[src/verilog/bcsm_defs.svh]
`ifndef BCSM_DEFS_SVH
`define BCSM_DEFS_SVH

// clock rate and timer width
`define BCSM_CLK_HZ 40000000
`define BCSM_TW 40
`define BCSM_TCNT_ONE 40'h00_0000_0001

// times in their own units (plain defaults, tune per product)
`define BCSM_SETTLE_MS 16
`define BCSM_TERM_QUALIFY_MS 30
`define BCSM_PREQUAL_S 1800
`define BCSM_FASTCHARGE_S 10800
`define BCSM_TOPOFF_S 600
`define BCSM_WATCHDOG_S 80

// register byte offsets
`define BCSM_AW 12
`define BCSM_OFS_CTRL 12'h000
`define BCSM_OFS_WDCLR 12'h004
`define BCSM_OFS_STATUS 12'h008

// control register fields and reset values
`define BCSM_CTRL_EN_BIT 0
`define BCSM_CTRL_PQ_BIT 1
`define BCSM_CTRL_WD_BIT 2
`define BCSM_RST_CHARGE_EN 1'b1
`define BCSM_RST_PREQUAL_EN 1'b1
`define BCSM_RST_WD_EN 1'b0

// watchdog clear field and its restart value
`define BCSM_WDCLR_MSB 1
`define BCSM_WDCLR_RESTART 2'h1

// status register fields
`define BCSM_STAT_CODE_LSB 0
`define BCSM_STAT_OK_BIT 4
`define BCSM_STAT_STATE_LSB 8
`define BCSM_STAT_WDEXP_BIT 12

// detail codes
`define BCSM_CODE_PRECHARGE 4'h0
`define BCSM_CODE_TRICKLE 4'h0
`define BCSM_CODE_FAST_CC 4'h1
`define BCSM_CODE_FAST_CV 4'h2
`define BCSM_CODE_TOPOFF 4'h3
`define BCSM_CODE_DONE 4'h4
`define BCSM_CODE_TIMER_FAULT 4'h6
`define BCSM_CODE_IDLE 4'h8
`define BCSM_CODE_THERMAL 4'hA
`define BCSM_CODE_WD_SUSPEND 4'hB
`define BCSM_CODE_RESET 4'h8

// current selection encodings
`define BCSM_ISEL_OFF 2'h0
`define BCSM_ISEL_PRECHARGE 2'h1
`define BCSM_ISEL_TRICKLE 2'h2
`define BCSM_ISEL_FAST 2'h3

`endif

[src/verilog/bcsm_pkg.sv]
`include "bcsm_defs.svh"

package bcsm_pkg;

   typedef enum logic [3:0] {
      ST_IDLE = 4'b0000,
      ST_PRECHARGE = 4'b0001,
      ST_TRICKLE = 4'b0010,
      ST_FAST_CC = 4'b0011,
      ST_FAST_CV = 4'b0100,
      ST_TOPOFF = 4'b0101,
      ST_DONE = 4'b0110,
      ST_TIMER_FAULT = 4'b0111,
      ST_WD_SUSPEND = 4'b1000,
      ST_THERMAL = 4'b1001
   } bcsm_state_t;

   typedef struct packed {
      bcsm_state_t state;
      logic charge_en;
      logic prequal_en;
      logic wd_en;
      logic wd_clear;
      logic [1:0] current_sel;
      logic charging;
      logic [31:0] prdata;
      logic pready;
      logic pslverr;
   } bcsm_main_t;

   typedef struct packed {
      logic [3:0] code;
      logic ok;
      logic irq;
   } bcsm_status_t;

   typedef struct packed {
      logic [`BCSM_TW-1:0] count;
      logic expired;
      logic hit;
   } bcsm_timer_t;

endpackage

[src/verilog/bcsm_timer.sv]
`timescale 1ns/10ps
`default_nettype none
`include "bcsm_defs.svh"

module bcsm_timer (
   input wire logic i_clock,
   input wire logic i_rst,
   input wire logic i_clear,
   input wire logic [`BCSM_TW-1:0] i_limit,
   output logic o_expired,
   output logic o_hit,
   output logic [`BCSM_TW-1:0] o_count
);

   bcsm_pkg::bcsm_timer_t q;
   bcsm_pkg::bcsm_timer_t d;

   // counts up to the limit and then holds; hit marks the single expiry cycle
   always_comb begin
      d = q;
      d.hit = 1'b0;
      if (i_clear) begin
         d.count = '0;
         d.expired = 1'b0;
      end else if (!q.expired) begin
         d.count = q.count + `BCSM_TCNT_ONE;
         if (d.count >= i_limit) begin
            d.expired = 1'b1;
            d.hit = 1'b1;
         end
      end
   end

   always_ff @(posedge i_clock or posedge i_rst) begin
      if (i_rst) begin
         q <= '0;
      end else begin
         q <= d;
      end
   end

   assign o_expired = q.expired;
   assign o_hit = q.hit;
   assign o_count = q.count;

endmodule

`default_nettype wire

[src/verilog/bcsm_status.sv]
`timescale 1ns/10ps
`default_nettype none
`include "bcsm_defs.svh"

module bcsm_status (
   input wire logic i_clock,
   input wire logic i_rst,
   input wire logic i_update,
   input wire logic i_force,
   input wire logic i_force_irq,
   input wire logic [3:0] i_code,
   input wire logic i_ok,
   output logic [3:0] o_code,
   output logic o_ok,
   output logic o_irq
);

   bcsm_pkg::bcsm_status_t q;
   bcsm_pkg::bcsm_status_t d;

   // event fires on a change of the ok flag, or whenever the force irq input is set with a force
   always_comb begin
      d = q;
      d.irq = 1'b0;
      if (i_update || i_force) begin
         d.code = i_code;
         d.ok = i_ok;
         d.irq = (i_ok != q.ok) || i_force_irq;
      end
   end

   always_ff @(posedge i_clock or posedge i_rst) begin
      if (i_rst) begin
         q <= '{code: `BCSM_CODE_RESET, ok: 1'b0, irq: 1'b0};
      end else begin
         q <= d;
      end
   end

   assign o_code = q.code;
   assign o_ok = q.ok;
   assign o_irq = q.irq;

endmodule

`default_nettype wire

[src/verilog/bcsm_charger.sv]
// Notes on behaviour
// - disable or bad input forces idle, except thermal
// - idle settles to code 0x08, ok set
// - idle: zero current, all timers but settle held cleared
// - leave idle, other than to thermal, only with valid input and enable
// - precharge below threshold, settles code 0x00, ok
// - precharge to trickle, or fault on prequal timeout
// - trickle band settles code 0x00, ok set
// - prequal enable picks trickle or bypass to fast
// - trickle to fast cc, or fault on timeout
// - fast cc settles code 0x01, ok set
// - cc to cv at regulation, fault on timeout
// - cv settles code 0x02, ok set
// - cv to topoff after low current qualify time
// - topoff only from cv, settles code 0x03
// - topoff duration elapsed moves to done
// - topoff back to cc below restart level
// - expired enabled watchdog suspends any charging state
// - timer fault: immediate event, ok cleared, 0x06
// - done settles: ok cleared, code 0x04
`timescale 1ns/10ps
`default_nettype none
`include "bcsm_defs.svh"

module bcsm_charger #(
   parameter logic [`BCSM_TW-1:0] SETTLE_CYCLES =
      `BCSM_TW'(64'(`BCSM_SETTLE_MS) * 64'(`BCSM_CLK_HZ) / 64'd1000),
   parameter logic [`BCSM_TW-1:0] TERM_QUALIFY_CYCLES =
      `BCSM_TW'(64'(`BCSM_TERM_QUALIFY_MS) * 64'(`BCSM_CLK_HZ) / 64'd1000),
   parameter logic [`BCSM_TW-1:0] PREQUAL_CYCLES =
      `BCSM_TW'(64'(`BCSM_PREQUAL_S) * 64'(`BCSM_CLK_HZ)),
   parameter logic [`BCSM_TW-1:0] FASTCHARGE_CYCLES =
      `BCSM_TW'(64'(`BCSM_FASTCHARGE_S) * 64'(`BCSM_CLK_HZ)),
   parameter logic [`BCSM_TW-1:0] TOPOFF_CYCLES =
      `BCSM_TW'(64'(`BCSM_TOPOFF_S) * 64'(`BCSM_CLK_HZ)),
   parameter logic [`BCSM_TW-1:0] WATCHDOG_CYCLES =
      `BCSM_TW'(64'(`BCSM_WATCHDOG_S) * 64'(`BCSM_CLK_HZ))
) (
   input wire logic i_clock,
   input wire logic i_rst,
   input wire logic i_psel,
   input wire logic i_penable,
   input wire logic i_pwrite,
   input wire logic [`BCSM_AW-1:0] i_paddr,
   input wire logic [31:0] i_pwdata,
   input wire logic [3:0] i_pstrb,
   output logic [31:0] o_prdata,
   output logic o_pready,
   output logic o_pslverr,
   input wire logic i_input_valid,
   input wire logic i_vbat_below_precharge,
   input wire logic i_vbat_below_sysmin_margin,
   input wire logic i_vbat_at_regulation,
   input wire logic i_vbat_below_restart,
   input wire logic i_ichg_below_topoff,
   input wire logic i_thermal_shutdown,
   output logic [3:0] o_charge_detail_code,
   output logic o_charge_ok_flag,
   output logic o_charge_event_irq,
   output logic [1:0] o_current_select,
   output logic o_charging
);

   localparam int TM_SETTLE = 0;
   localparam int TM_PREQUAL = 1;
   localparam int TM_FAST = 2;
   localparam int TM_TOPOFF = 3;
   localparam int TM_TERM = 4;
   localparam int TM_WD = 5;
   localparam int TM_N = 6;

   bcsm_pkg::bcsm_main_t q;
   bcsm_pkg::bcsm_main_t d;

   logic [TM_N-1:0] tm_clear;
   logic [TM_N-1:0] tm_expired;
   logic [TM_N-1:0] tm_hit;
   logic [`BCSM_TW-1:0] tm_limit [TM_N];
   logic [`BCSM_TW-1:0] tm_count [TM_N];

   logic run_ok;
   logic wd_fire;
   logic in_prequal;
   logic in_fast;
   logic in_settle_state;
   logic state_change;
   logic st_update;
   logic st_force;
   logic st_force_irq;
   logic [3:0] st_code;
   logic st_ok;
   logic [3:0] sts_code;
   logic sts_ok;
   logic sts_irq;
   logic apb_access;
   logic apb_done;
   logic addr_mapped;
   logic [31:0] read_word;

   // detail code and ok flag that a state publishes
   function automatic logic [4:0] status_of(input bcsm_pkg::bcsm_state_t s);
      logic [4:0] r;
      r = {1'b0, `BCSM_CODE_IDLE};
      case (s)
         bcsm_pkg::ST_IDLE: r = {1'b1, `BCSM_CODE_IDLE};
         bcsm_pkg::ST_PRECHARGE: r = {1'b1, `BCSM_CODE_PRECHARGE};
         bcsm_pkg::ST_TRICKLE: r = {1'b1, `BCSM_CODE_TRICKLE};
         bcsm_pkg::ST_FAST_CC: r = {1'b1, `BCSM_CODE_FAST_CC};
         bcsm_pkg::ST_FAST_CV: r = {1'b1, `BCSM_CODE_FAST_CV};
         bcsm_pkg::ST_TOPOFF: r = {1'b1, `BCSM_CODE_TOPOFF};
         bcsm_pkg::ST_DONE: r = {1'b0, `BCSM_CODE_DONE};
         bcsm_pkg::ST_TIMER_FAULT: r = {1'b0, `BCSM_CODE_TIMER_FAULT};
         bcsm_pkg::ST_WD_SUSPEND: r = {1'b0, `BCSM_CODE_WD_SUSPEND};
         bcsm_pkg::ST_THERMAL: r = {1'b0, `BCSM_CODE_THERMAL};
         default: r = {1'b0, `BCSM_CODE_IDLE};
      endcase
      return r;
   endfunction

   // state groups used by the timers and the watchdog
   assign in_prequal = (q.state == bcsm_pkg::ST_PRECHARGE) || (q.state == bcsm_pkg::ST_TRICKLE);
   assign in_fast = (q.state == bcsm_pkg::ST_FAST_CC) || (q.state == bcsm_pkg::ST_FAST_CV) ||
                    (q.state == bcsm_pkg::ST_TOPOFF);
   assign in_settle_state = in_prequal || in_fast || (q.state == bcsm_pkg::ST_IDLE) ||
                            (q.state == bcsm_pkg::ST_DONE);
   assign run_ok = q.charge_en && i_input_valid;
   assign wd_fire = q.wd_en && tm_expired[TM_WD] &&
                    (in_prequal || in_fast || (q.state == bcsm_pkg::ST_DONE));
   assign state_change = (d.state != q.state);

   // timer clears; idle holds every safety timer and the watchdog at zero
   assign tm_clear[TM_SETTLE] = state_change;
   assign tm_clear[TM_PREQUAL] = !in_prequal;
   assign tm_clear[TM_FAST] = !in_fast;
   assign tm_clear[TM_TOPOFF] = (q.state != bcsm_pkg::ST_TOPOFF);
   assign tm_clear[TM_TERM] = (q.state != bcsm_pkg::ST_FAST_CV) || !i_ichg_below_topoff;
   assign tm_clear[TM_WD] = (q.state == bcsm_pkg::ST_IDLE) || q.wd_clear || !q.wd_en;

   assign tm_limit[TM_SETTLE] = SETTLE_CYCLES;
   assign tm_limit[TM_PREQUAL] = PREQUAL_CYCLES;
   assign tm_limit[TM_FAST] = FASTCHARGE_CYCLES;
   assign tm_limit[TM_TOPOFF] = TOPOFF_CYCLES;
   assign tm_limit[TM_TERM] = TERM_QUALIFY_CYCLES;
   assign tm_limit[TM_WD] = WATCHDOG_CYCLES;

   // one counter per timer
   generate
      for (genvar g = 0; g < TM_N; g++) begin : g_tm
         bcsm_timer u_timer (
            .i_clock(i_clock),
            .i_rst(i_rst),
            .i_clear(tm_clear[g]),
            .i_limit(tm_limit[g]),
            .o_expired(tm_expired[g]),
            .o_hit(tm_hit[g]),
            .o_count(tm_count[g])
         );
      end
   endgenerate

   // settled states publish after the delay; fault states publish on entry
   assign st_update = tm_hit[TM_SETTLE] && in_settle_state;
   assign st_force = state_change && ((d.state == bcsm_pkg::ST_TIMER_FAULT) ||
                     (d.state == bcsm_pkg::ST_WD_SUSPEND) || (d.state == bcsm_pkg::ST_THERMAL));
   assign st_force_irq = state_change && (d.state == bcsm_pkg::ST_TIMER_FAULT);
   assign {st_ok, st_code} = st_force ? status_of(d.state) : status_of(q.state);

   bcsm_status u_status (
      .i_clock(i_clock),
      .i_rst(i_rst),
      .i_update(st_update),
      .i_force(st_force),
      .i_force_irq(st_force_irq),
      .i_code(st_code),
      .i_ok(st_ok),
      .o_code(sts_code),
      .o_ok(sts_ok),
      .o_irq(sts_irq)
   );

   // apb decode; one wait state keeps pready and prdata registered
   assign apb_access = i_psel && i_penable;
   assign apb_done = apb_access && q.pready;
   assign addr_mapped = (i_paddr == `BCSM_OFS_CTRL) || (i_paddr == `BCSM_OFS_WDCLR) ||
                        (i_paddr == `BCSM_OFS_STATUS);

   // read mux; the clear register reads back as zero
   always_comb begin
      read_word = 32'h0000_0000;
      case (i_paddr)
         `BCSM_OFS_CTRL: begin
            read_word[`BCSM_CTRL_EN_BIT] = q.charge_en;
            read_word[`BCSM_CTRL_PQ_BIT] = q.prequal_en;
            read_word[`BCSM_CTRL_WD_BIT] = q.wd_en;
         end
         `BCSM_OFS_STATUS: begin
            read_word[`BCSM_STAT_CODE_LSB +: 4] = sts_code;
            read_word[`BCSM_STAT_OK_BIT] = sts_ok;
            read_word[`BCSM_STAT_STATE_LSB +: 4] = q.state;
            read_word[`BCSM_STAT_WDEXP_BIT] = tm_expired[TM_WD];
         end
         default: read_word = 32'h0000_0000;
      endcase
   end

   // bus, configuration and charge state machine
   always_comb begin
      d = q;
      d.wd_clear = 1'b0;
      d.pready = apb_access && !q.pready;
      if (apb_access && !q.pready) begin
         d.prdata = addr_mapped ? read_word : 32'h0000_0000;
         d.pslverr = !addr_mapped;
      end
      if (apb_done && i_pwrite && i_pstrb[0]) begin
         if (i_paddr == `BCSM_OFS_CTRL) begin
            d.charge_en = i_pwdata[`BCSM_CTRL_EN_BIT];
            d.prequal_en = i_pwdata[`BCSM_CTRL_PQ_BIT];
            d.wd_en = i_pwdata[`BCSM_CTRL_WD_BIT];
         end
         if ((i_paddr == `BCSM_OFS_WDCLR) &&
             (i_pwdata[`BCSM_WDCLR_MSB:0] == `BCSM_WDCLR_RESTART)) begin
            d.wd_clear = 1'b1;
         end
      end
      // thermal shutdown outranks everything, then the idle conditions
      if (i_thermal_shutdown) begin
         d.state = bcsm_pkg::ST_THERMAL;
      end else if (q.state == bcsm_pkg::ST_THERMAL) begin
         d.state = bcsm_pkg::ST_IDLE;
      end else if (!run_ok) begin
         d.state = bcsm_pkg::ST_IDLE;
      end else if (wd_fire) begin
         d.state = bcsm_pkg::ST_WD_SUSPEND;
      end else begin
         case (q.state)
            bcsm_pkg::ST_IDLE: begin
               // reaching here means input valid and enabled together
               if (i_vbat_below_precharge) begin
                  d.state = bcsm_pkg::ST_PRECHARGE;
               end else if (i_vbat_below_sysmin_margin && q.prequal_en) begin
                  d.state = bcsm_pkg::ST_TRICKLE;
               end else begin
                  d.state = bcsm_pkg::ST_FAST_CC;
               end
            end
            bcsm_pkg::ST_PRECHARGE: begin
               if (tm_expired[TM_PREQUAL]) begin
                  d.state = bcsm_pkg::ST_TIMER_FAULT;
               end else if (!i_vbat_below_precharge) begin
                  d.state = q.prequal_en ? bcsm_pkg::ST_TRICKLE : bcsm_pkg::ST_FAST_CC;
               end
            end
            bcsm_pkg::ST_TRICKLE: begin
               if (tm_expired[TM_PREQUAL]) begin
                  d.state = bcsm_pkg::ST_TIMER_FAULT;
               end else if (!i_vbat_below_sysmin_margin || !q.prequal_en) begin
                  d.state = bcsm_pkg::ST_FAST_CC;
               end
            end
            bcsm_pkg::ST_FAST_CC: begin
               if (tm_expired[TM_FAST]) begin
                  d.state = bcsm_pkg::ST_TIMER_FAULT;
               end else if (i_vbat_at_regulation) begin
                  d.state = bcsm_pkg::ST_FAST_CV;
               end
            end
            bcsm_pkg::ST_FAST_CV: begin
               if (tm_expired[TM_FAST]) begin
                  d.state = bcsm_pkg::ST_TIMER_FAULT;
               end else if (tm_expired[TM_TERM]) begin
                  d.state = bcsm_pkg::ST_TOPOFF;
               end
            end
            bcsm_pkg::ST_TOPOFF: begin
               // restart wins over done when both arrive together
               if (i_vbat_below_restart) begin
                  d.state = bcsm_pkg::ST_FAST_CC;
               end else if (tm_expired[TM_TOPOFF]) begin
                  d.state = bcsm_pkg::ST_DONE;
               end
            end
            bcsm_pkg::ST_DONE: begin
               if (i_vbat_below_restart) begin
                  d.state = bcsm_pkg::ST_FAST_CC;
               end
            end
            bcsm_pkg::ST_TIMER_FAULT: begin
               d.state = bcsm_pkg::ST_TIMER_FAULT; // leaves only via disable, input loss or thermal shutdown
            end
            bcsm_pkg::ST_WD_SUSPEND: begin
               if (q.wd_clear) begin
                  d.state = bcsm_pkg::ST_IDLE;
               end
            end
            default: d.state = bcsm_pkg::ST_IDLE;
         endcase
      end
      // current request follows the next state so it lines up with it
      case (d.state)
         bcsm_pkg::ST_PRECHARGE: d.current_sel = `BCSM_ISEL_PRECHARGE;
         bcsm_pkg::ST_TRICKLE: d.current_sel = `BCSM_ISEL_TRICKLE;
         bcsm_pkg::ST_FAST_CC: d.current_sel = `BCSM_ISEL_FAST;
         bcsm_pkg::ST_FAST_CV: d.current_sel = `BCSM_ISEL_FAST;
         bcsm_pkg::ST_TOPOFF: d.current_sel = `BCSM_ISEL_FAST;
         default: d.current_sel = `BCSM_ISEL_OFF;
      endcase
      d.charging = (d.current_sel != `BCSM_ISEL_OFF);
   end

   always_ff @(posedge i_clock or posedge i_rst) begin
      if (i_rst) begin
         q <= '{state: bcsm_pkg::ST_IDLE, charge_en: `BCSM_RST_CHARGE_EN,
                prequal_en: `BCSM_RST_PREQUAL_EN, wd_en: `BCSM_RST_WD_EN,
                wd_clear: 1'b0, current_sel: `BCSM_ISEL_OFF, charging: 1'b0,
                prdata: 32'h0000_0000, pready: 1'b0, pslverr: 1'b0};
      end else begin
         q <= d;
      end
   end

   assign o_prdata = q.prdata;
   assign o_pready = q.pready;
   assign o_pslverr = q.pslverr;
   assign o_charge_detail_code = sts_code;
   assign o_charge_ok_flag = sts_ok;
   assign o_charge_event_irq = sts_irq;
   assign o_current_select = q.current_sel;
   assign o_charging = q.charging;
endmodule

`default_nettype wire

[config.mk]
export PLATFORM = sky130hd
export DESIGN_NAME = bcsm_charger
export DESIGN_NICKNAME = d
export VERILOG_FILES = /design/src/verilog/bcsm_pkg.sv /design/src/verilog/bcsm_timer.sv /design/src/verilog/bcsm_status.sv /design/src/verilog/bcsm_charger.sv
export VERILOG_INCLUDE_DIRS = /design/src /design/src/verilog
export SDC_FILE = /design/constraint.sdc
export NUM_CORES = 1
export LEC_CHECK = 0
export ABC_AREA = 1
export ABC_CLOCK_PERIOD_IN_PS = 15340
export BUFFER_PORTS_ARGS = -buffer_cell sky130_fd_sc_hd__buf_2
export CAP_MARGIN = 20
export CORE_MARGIN = 4
export CORE_UTILIZATION = 35
export CTS_CLUSTER_DIAMETER = 120
export DETAILED_ROUTE_END_ITERATION = 10
export PLACE_DENSITY_LB_ADDON = 0.3
export SYNTH_ARGS = -nofsm -noshare
export SYNTH_HDL_FRONTEND = slang
export SYNTH_SLANG_ARGS = --single-unit
export TNS_END_PERCENT = 1
[constraint.sdc]
create_clock -name i_clock -period 15.34 [get_ports i_clock]
set_input_delay 1.534 -clock i_clock [delete_from_list [all_inputs] [get_ports i_clock]]
set_output_delay 1.534 -clock i_clock [all_outputs]
set_load 0.1 [all_outputs]
# After elaboration in Yosys (flattened, before gate mapping)
# Memory sizes are Yosys's and may differ from the RTL's.
# Index checks and enable logic that the tools add are counted.
# totals
input_bits	60
elab_cells	159
out_inout_bits	43
ff_bits	298
memories	2
mem_bits_ro	160
# mem_list
name	words	word_bits	rd	rd_clocked_by_memory_dff	write_ports	line	rtl
(no name shown)	16	5	1	0	0	bcsm_charger.sv:104	case (s)
(no name shown)	16	5	1	0	0	bcsm_charger.sv:104	
# classes
n_reduce_logical	41
mux	48
add_sub_neg	6
order_cmp	6
eq_ne	30
# op_table
op	count
two-way mux 42 bit	6
two-way mux 41 bit	6
adder 40 x 1 -> 40 bit (second input constant)	6
two-way mux 4 bit	16
greater-or-equal comparator 40 x 20 -> 1 bit (second input constant)	1
greater-or-equal comparator 40 x 21 -> 1 bit (second input constant)	1
greater-or-equal comparator 40 x 32 -> 1 bit (second input constant)	1
greater-or-equal comparator 40 x 35 -> 1 bit (second input constant)	1
greater-or-equal comparator 40 x 37 -> 1 bit (second input constant)	1
greater-or-equal comparator 40 x 39 -> 1 bit (second input constant)	1
one-hot mux 4 bit (9 select lines)	1
equality test 4 x 3 -> 1 bit (second input constant)	7
logical OR 1 bit	17
equality test 4 x 2 -> 1 bit (second input constant)	4
equality test 4 bit (second input constant)	4
two-way mux 2 bit	8
logical AND 1 bit	13
two-way mux 13 bit	1
equality test 12 x 3 -> 1 bit (second input constant)	1
equality test 12 x 4 -> 1 bit (second input constant)	1
logical NOT 12 bit	1
two-way mux 5 bit	2
equality test 4 x 1 -> 1 bit (second input constant)	2
inequality test 4 x 3 -> 1 bit (second input constant)	2
13 further kinds	27

# Depth between registers and ports, before layout
# Gate-level depths: netlist of run 1.
# logic_depth
depth_word	18
ltp_mapped	20
mapped_depth_nobuf	19

# Modules after synthesis
# Synthesis of run 1 repeated with hierarchy kept, for this count alone.
# unflattened
hier_cells	3963
area_unflattened_um2	26036.2
# modules_own_cells
mod	cells_per_inst	seq_area_each_um2	area_per_inst_um2	instances
bcsm_timer at g_tm[0].u_timer ...	606	1051.0	3948.8	5
bcsm_timer at g_tm[5].u_timer	607	1051.0	3965.1	1
bcsm_charger	295	578.1	2072.0	1
bcsm_status	31	151.4	255.2	1

# Least setup slack after synthesis of run 1
# No wires, ideal clock.
# synth_timing
path_kind	input-to-reg
from	input i_vbat_below_precharge
to	register u_status.q, in the netlist u_status.o_code[1]
t_required_ns	15.220
cell_stages	14
path_slack_ns	12.399
arrival_ns	2.821
path_cell_list	nand2_1 -> nand2_1 -> nand2_1 -> nand2_2 -> nor2_1 -> nand2_2 -> nand3_2 -> nand2_1 -> nand2_1 -> nor2_2 -> nand3_4 -> nand2_2 -> nand2_1 -> o21a_1
# synth_between
elab_chain_len	12
# synth_lines
item	line	rtl
start, declared	bcsm_charger.sv:51	input wire logic i_vbat_below_precharge,
two-way mux 4 bit	bcsm_charger.sv:250	end else if (!i_vbat_below_precharge) begin
two-way mux 4 bit	bcsm_charger.sv:248	if (tm_expired[TM_PREQUAL]) begin
one-hot mux 4 bit (9 select lines) (*)	bcsm_charger.sv:236	case (q.state)
two-way mux 4 bit (*)	bcsm_charger.sv:233	end else if (wd_fire) begin
two-way mux 4 bit (*)	bcsm_charger.sv:231	end else if (!run_ok) begin
two-way mux 4 bit (*)	bcsm_charger.sv:229	end else if (q.state == bcsm_pkg::ST_THERMAL) begin
two-way mux 4 bit (*)	bcsm_charger.sv:227	if (i_thermal_shutdown) begin
branches (longest 5 deep; another with memory read (16 x 5 bit))	--	
end signal, assigned	bcsm_status.sv:34	q <= '{code: `BCSM_CODE_RESET, ok: 1'b0, irq: 1'b0};
end, declared	bcsm_status.sv:18	bcsm_pkg::bcsm_status_t q;
# Mark *: on every way between the ends.
# A chain may end at the register's enable or synchronous reset.

# Worst setup path in the final report of run 1
# layout_timing
from	register q[41] in the netlist's numbering
to	register g_tm[4].u_timer.q, in the netlist g_tm[4].u_timer.o_count[23]
# layout_between
elab_chain_len	3
# layout_lines
item	line	rtl
start, declared	bcsm_charger.sv:72	bcsm_pkg::bcsm_main_t q;
start signal, assigned	bcsm_charger.sv:313	q <= '{state: bcsm_pkg::ST_IDLE, charge_en: `BCSM_RST_CHARGE_EN,
inequality test 4 x 3 -> 1 bit (*)	bcsm_charger.sv:136	assign tm_clear[TM_TERM] = (q.state != bcsm_pkg::ST_FAST_CV) || !i_ichg_below_topoff;
logical OR 1 bit (*)	bcsm_charger.sv:136	
inequality test 2 x 1 -> 1 bit (no source line) / two-way mux 41 bit (equally long branches)	--	
end signal, assigned	bcsm_timer.sv:36	q <= '0;
end signal, assigned	bcsm_timer.sv:38	q <= d;
end, declared	bcsm_timer.sv:15	bcsm_pkg::bcsm_timer_t q;
# Every way passes the cells marked *; elsewhere a longest branch is shown, timed or not.

==> reports/summary.txt, run 1 <==
Core ar.: 51200 sq um
Fmax: 286.0 MHz
RSZ-0062 raised after global routing: no
Endpoint class of the critical path: flop
Total negative slack: 0 ps
Async S/R FF share, synth: 100.0%
Final ANT Viol Nets: 0
Final setup violation count: 0
Initial DRC count: 1256
Power Dens Cells: 85.00 nW/um^2
Layout Nets: 2649
Internal power: 1.301 mW
Die H: 235.3 um
Combinational power share: 5.3%
# hold bufs at CTS: 0
CTS root buffer: clkbuf_16
TritonCTS buffer count: 36
Ratio of cells with drive above 1 in the final layout: 7.488%
Sequential share of the synthesized area: 38.21%
First-pass GRT wire length: 81210 um
P&R area growth vs syn: 11.67%
CP Data Required Time: 15760 ps
Min cycle time layout: 3496 ps
DRT Wirelength: 48870 um
Die area: 55380 sq um
Final Max Tran Viols: 0
Post-synth EDFFs: 0
YS warnings: 0
Max-Cap Viols: 0
R2R cell count: 7
FF-to-FF Start: q[41]
Crit path DAT: 3920 ps
Net Sw Frac: 24.25%
CP max FO: 27
Slew @ Worst Pin: 994.4 ps
Unique masters post-synth: 49
Clk Latency, worst-skew pair: 540 ps
RR Endpoint: g_tm[4].u_timer.o_count[23]
Synth Register Bits: 276
Outcome: completed
Postcts setup bufs: 0
H-tree depth: 2
Hpwl dp: 36070 um
Final Hold Slack: 506.0 ps
Fillers: 5317
Hold Fails Final Rpt: 0
Ports: 103
Post-Synthesis Cells: 2539
Tcrit/Tclk final: 22.79%
WL/cell: 14.87 um
Die W: 235.3 um
Row count: 83
Reg2Reg Setup Slack: 11840 ps
Hold path depth: 2
VDD IR-drop max: 0.07217 mV
Mapped Area: 18090 sq um
Register area: 6910 sq um
Clock Tree Buf Depth: 3
Pin count of the biggest net entering global routing: 129
Initial antenna violation count: 2
Clk sinks: 276
First-pass DRT Iterations: 5
Crit path launch: q[41]
Starting Density: 35.33%
Grt total ovfl: 0
PortBufs: 48
Static leakage: 8.354 nW
Routed via count: 16560
GP Congestion: 0.9124
Setup Skew: 14.85 ps
CTS tree: built
Tot GR Track Use: 17.24%
Crit path to: g_tm[4].u_timer.o_count[23]
Resized cells post-CTS: 0
DR DRC count: 0
Vias in the first global route: 16220
Setup crit start kind: flop
Sequential Power Share: 43.3%
CP Class: flop to flop
Net switching power: 416.3 uW
Reg clk slew, reported paths: 60 ps
Clock power frac: 51.4%
Top FF cell, synth: dfrtp_1
Hold crit path type: flop to flop
Multi-input logic area: 9462 sq um
Slew headroom: 33.46%
Via density: 5.040
Syn Area/Cell: 7.124 sq um
-- worst max-delay path, stage by stage (launching register included) --
cell      delay, ps
dfrtp_1         480
inv_2           220
nand2_2         120
nor2_2          250
nand2_1         170
nor2_1          740
clkinv_1       1030
o22ai_1         370
-- Yosys cell counts (29+ instances only) --
cell	count	share of area (%)
nand2_1	619	13
inv_1	340	7.1
nor2_1	321	6.7
dfrtp_1	273	38
nand3_1	185	5.1
xor2_1	157	7.6
nor3_1	125	3.5
o22ai_1	116	4.0
o21ai_0	97	2.7
nand4_1	53	1.8
buf_4	39	1.6
a21oi_1	35	0.97
clkbuf_1	29	0.60
o22ai_2	29	2.0
-- metrics by stage --
| step | util (%) | worst slack [ps] | area, sq um | instances | power [mW] |
|---|---|---|---|---|---|
| 5_1_grt | 39.44 | 11530 | 20190 | 3284 | 1.781 |
| 3_5_place_dp | 36.79 | 11320 | 18840 | 3215 | 0.8473 |
| 2_1_floorplan | - | 6202 | 18170 | 2560 | 0.8312 |
| 3_3_place_gp | 36.79 | 11280 | 18840 | 3215 | 0.8464 |
| 6_report | 39.45 | 11840 | 20200 | 3286 | 1.717 |
| 4_1_cts | 39.23 | 11790 | 20080 | 3280 | 1.745 |
-- registers in the layout, indices dropped and copies added, names as in the netlist, 2 cells and up --
register / cells
o_prdata: 10
u_status.o_code: 4
o_current_select: 2
g_tm.u_timer.o_count: 240
g_tm.u_timer.o_expired: 6
q: 8
-- how the worst min path moves through the flow --
stage                               startpoint                    endpoint  slack [ps]
finish                               o_pslverr                   o_pslverr         510
global route                         o_pslverr                   o_pslverr         520
CTS                                  o_pslverr                   o_pslverr         520
detailed placement  g_tm[5].u_timer.o_count[9]  g_tm[5].u_timer.o_count[9]         500
global placement    g_tm[3].u_timer.o_count[8]  g_tm[3].u_timer.o_count[8]         490
floorplan                         o_prdata[10]                o_prdata[10]         450
-- cell type report --
| type | count | area share [%] |
|---|---|---|
| multi-input combinational | 1856 | 46.84 |
| sequential | 276 | 34.21 |
| inverter | 349 | 6.572 |
| clock buffer | 54 | 5.495 |
| tap | 680 | 4.212 |
| timing repair buffer | 58 | 1.958 |
| clock inverter | 11 | 0.6814 |
| antenna | 2 | 0.02478 |
-- power groups by stage --
stage                     clock network [mW]  registers (mW)  logic (mW)
final                                  0.882           0.743      0.0918
after floorplan                            0           0.764      0.0667
after CTS                              0.910           0.743      0.0920
after global routing                   0.937           0.743       0.101
after detailed placement                   0           0.755      0.0919
after global placement                     0           0.755      0.0911
-- layer usage --
layer | wire [um] | GRT usage (%)
met1 | 22960 | 24.07
met2 | 22210 | 27.89
met3 | 2577 | 2.835
met4 | 1116 | 4.698
met5 | 0 | 0
-- kinds of logic (layout without fill, tap and decap cells) --
kind of cell    Yosys count  after routing  share of synthesized area, %
buf+inv                 428            472                         9.920
other cells               1             24                       0.02073
xor+xnor                160            160                         7.748
fa+ha+maj                12             12                        0.8301
flops                   276            276                         38.21
mux                       1              1                       0.06225
simple gates           1356           1356                         32.27
compound gates          305            305                         10.94
-- layout by cell type, fill, tap and decap left out, types with 7 or more instances in the layout --
master     synthesis  final
conb_1             1     22
nand2_1          619    619
nand2_2           13     13
o22ai_2           29     29
nor2_1           321    321
o22ai_1          116    116
dfrtp_1          273    273
inv_1            340    339
nor4_1             7      7
buf_2              1     48
o31ai_1            8      8
ha_1              12     12
clkbuf_16          0     37
nor3_1           125    125
a21oi_1           35     35
clkbuf_8           0     12
nand4_1           53     53
xor2_1           157    157
o21ai_0           97     97
nand3_1          185    185
Note: power is estimated with default switching activity, not from simulation.
==> inputs of run 2 (changes only) <==
Settings changed: ABC_CLOCK_PERIOD_IN_PS 15340 to 3300.
Clock period 15.34 ns to 3.3 ns, I/O delays scaled along.
==> run 2 against run 1 <==
  * Clock power grew to 4.7 times the previous value
  * Sequential share of layout area shrank 0.11 points
  * Sequential power grew to 4.6 times the previous value
  * First-iteration DRC count shrank 15%
  * Largest cell class unchanged
  * Largest power group unchanged
==> reports/summary.txt, run 2 (same netlist as run 1, synthesis figures left out) <==
WL/cell: 14.95 um (+0.54%)
Resized cells post-CTS: 0 (unchanged)
GR Util met1: 24.60% (+0.53 points)
Die area: 55380 sq um (unchanged)
Worst hold start: i_pwdata[0]
Ratio of cells with drive above 1 in the final layout: 8.012% (+0.52 points)
PortBufs: 48 (unchanged)
Crit path launch: q[41]
Clk sinks: 276 (unchanged)
Row count: 83 (unchanged)
Static leakage: 8.387 nW (+0.39%)
Buf/Inv on CP: 2 (unchanged)
Ports: 103 (unchanged)
Core ar.: 51200 sq um (unchanged)
DR DRC count: 0 (unchanged)
Commonest non-fill, non-tap cell in the layout: nand2_1
Register area: 6910 sq um (unchanged)
Outcome: completed
TritonCTS buffer count: 36 (unchanged)
Area after DPL: 19010 sq um (+0.91%)
Postcts setup bufs: 0 (unchanged)
Die W: 235.3 um (unchanged)
CP Class: flop to flop
Clock Tree Buf Depth: 3 (unchanged)
RSZ-0062 raised after global routing: no
Min cycle time layout: 2931 ps (-564.9 ps)
FF-to-FF Start: q[41]
Layout Nets: 2666 (+0.64%)
Commonest non-fill, non-tap cells in the layout: nand2_1 (619), inv_1 (339), nor2_1 (321)
Critical path's slowest cell: inv_2
Via density: 5.018 (-0.44%)
Crit path cell chain: inv_2, nand2_2, nor2_1, nand2_1, nand2_1, nor2_1, nand3_1, nand2_1, nand3_1, nand2_2, nand3_4, nor2_4, inv_2, o21ai_0
Initial DRC count: 1071 (-15%)
Reg clk slew, reported paths: 60 ps (about the same)
Largest register FFs: 240 (unchanged)
Final Max Tran Viols: 0 (unchanged)
Die H: 235.3 um (unchanged)
Slew @ Worst Pin: 1062 ps (+67.21 ps)
Routed via count: 16570 (+0.042%)
Hpwl dp: 36830 um (+2.1%)
Clk Latency, worst-skew pair: 560 ps (+20 ps)
Hold crit path type: input port to flop
Tcrit/Tclk final: 88.82% (+66 points)
Global Route met2 Usage: 27.65% (-0.25 points)
Setup crit start kind: flop
Starting Density: 35.33% (unchanged)
Setup Skew: 24.06 ps (+9.204 ps)
First-pass GRT wire length: 82190 um (+1.2%)
Slew headroom: 29.15% (-4.3 points)
VDD IR-drop max: 0.2816 mV (+290%)
First-pass DRT Iterations: 5 (unchanged)
P&R area growth vs syn: 12.04%
Power Dens Cells: 396.7 nW/um^2 (+370%)
Crit path max-delay family: simple AND/OR/NAND/NOR gates
Met3 Use GR: 2.823% (-0.012 points)
Fmax: 341.2 MHz (+19%)
Gr busiest metal: met2
DRT Wirelength: 49370 um (+1.0%)
Max-Cap Viols: 0 (unchanged)
Final Hold Slack: 72.39 ps (-433.6 ps)
Pin count of the biggest net entering global routing: 138 (+7.0%)
Fillers: 5370 (+1.0%)
GP Congestion: 0.9125 (about the same)
Critical Path Most Common Cell: nand2_1
Hold Fails Final Rpt: 0 (unchanged)
Vias in the first global route: 16160 (-0.37%)
Fin area: 20260 sq um (+0.33%)
CP max FO: 34 (+26%)
Final ANT Viol Nets: 0 (unchanged)
CTS root buffer: clkbuf_16
Crit-path max cell delay: 670 ps (-360 ps)
CTS tree: built
Initial antenna violation count: 4 (+2)
CP Data Required Time: 3690 ps (-12070 ps)
Final setup violation count: 0 (unchanged)
Multi-input logic area: 9462 sq um (unchanged)
Endpoint class of the critical path: flop
Tot GR Track Use: 17.48% (+0.24 points)
Grt total ovfl: 0 (unchanged)
Crit path DAT: 3320 ps (-600 ps)
# hold bufs at CTS: 1 (+1)
H-tree depth: 2 (unchanged)
Total negative slack: 0 ps (unchanged)
[run 2: changes by cell type in the layout (fill, tap and decap cells not counted), sizes merged]
cell / change
buf: +16
bufinv: +2
diode: -1
dlygate4sd3: +1
clkinvlp: +5
clkbuf: -6
inv: -1
[run 2: area by class of cell]
class / count / area share, %
Inverter: 349 / 6.532
Clock buffer: 48 / 5.020
Timing Repair Buffer: 75 / 2.322
Multi-Input combinational cell: 1856 / 46.69
Tap cell: 680 / 4.199
Sequential cell: 276 / 34.10
Antenna cell: 1 / 0.01235
Clock inverter: 17 / 1.124
[run 2: worst paths after layout]
path,to,slack (ps),cells past startpoint
min in group asynchronous,g_tm[2].u_timer.o_count[11],310,3
max,g_tm[0].u_timer.o_count[28],370,14
max reg2reg,g_tm[0].u_timer.o_count[28],370,14
max in group asynchronous,g_tm[5].u_timer.o_count[16],1920,4
min,q[37],70,3
min reg2reg,g_tm[3].u_timer.o_count[8],500,1
[run 2: where the power goes]
group | internal (mW) | leakage (nW) | switching (mW)
clock | 2.57 | 0.603 | 1.59
combinational | 0.0729 | 3.97 | 0.362
sequential | 3.42 | 3.81 | 0.0346
total | 6.05 | 8.39 | 1.99
[run 2: per-layer routing]
layer / vias to the layer above / routed length (um)
met1: 7807 / 23430
met3: 80 / 2626
met5: - / 13
li1: 8318 / -
met4: 2 / 1348
met2: 363 / 21960
[run 2: stage by stage]
stage          total power [mW]  utilization (%)  cells  setup WS (ps)
3_5_place_dp              3.947            37.12   3235          385.1
2_1_floorplan             3.865                -   2560         -678.9
4_1_cts                   8.179            39.58   3301          386.3
6_report                  8.040            39.58   3302          368.8
3_3_place_gp              3.940            37.12   3235          454.2
5_1_grt                   8.359            39.58   3301          91.07
[run 2: worst register-to-register path, delay by kind of cell (launching register included)]
family                 cells  cell delay [ps]
and+or+nand+nor           11             1200
AOI/OAI and AO/OA          1              190
buffers and inverters      2              900
DFF                        1              470
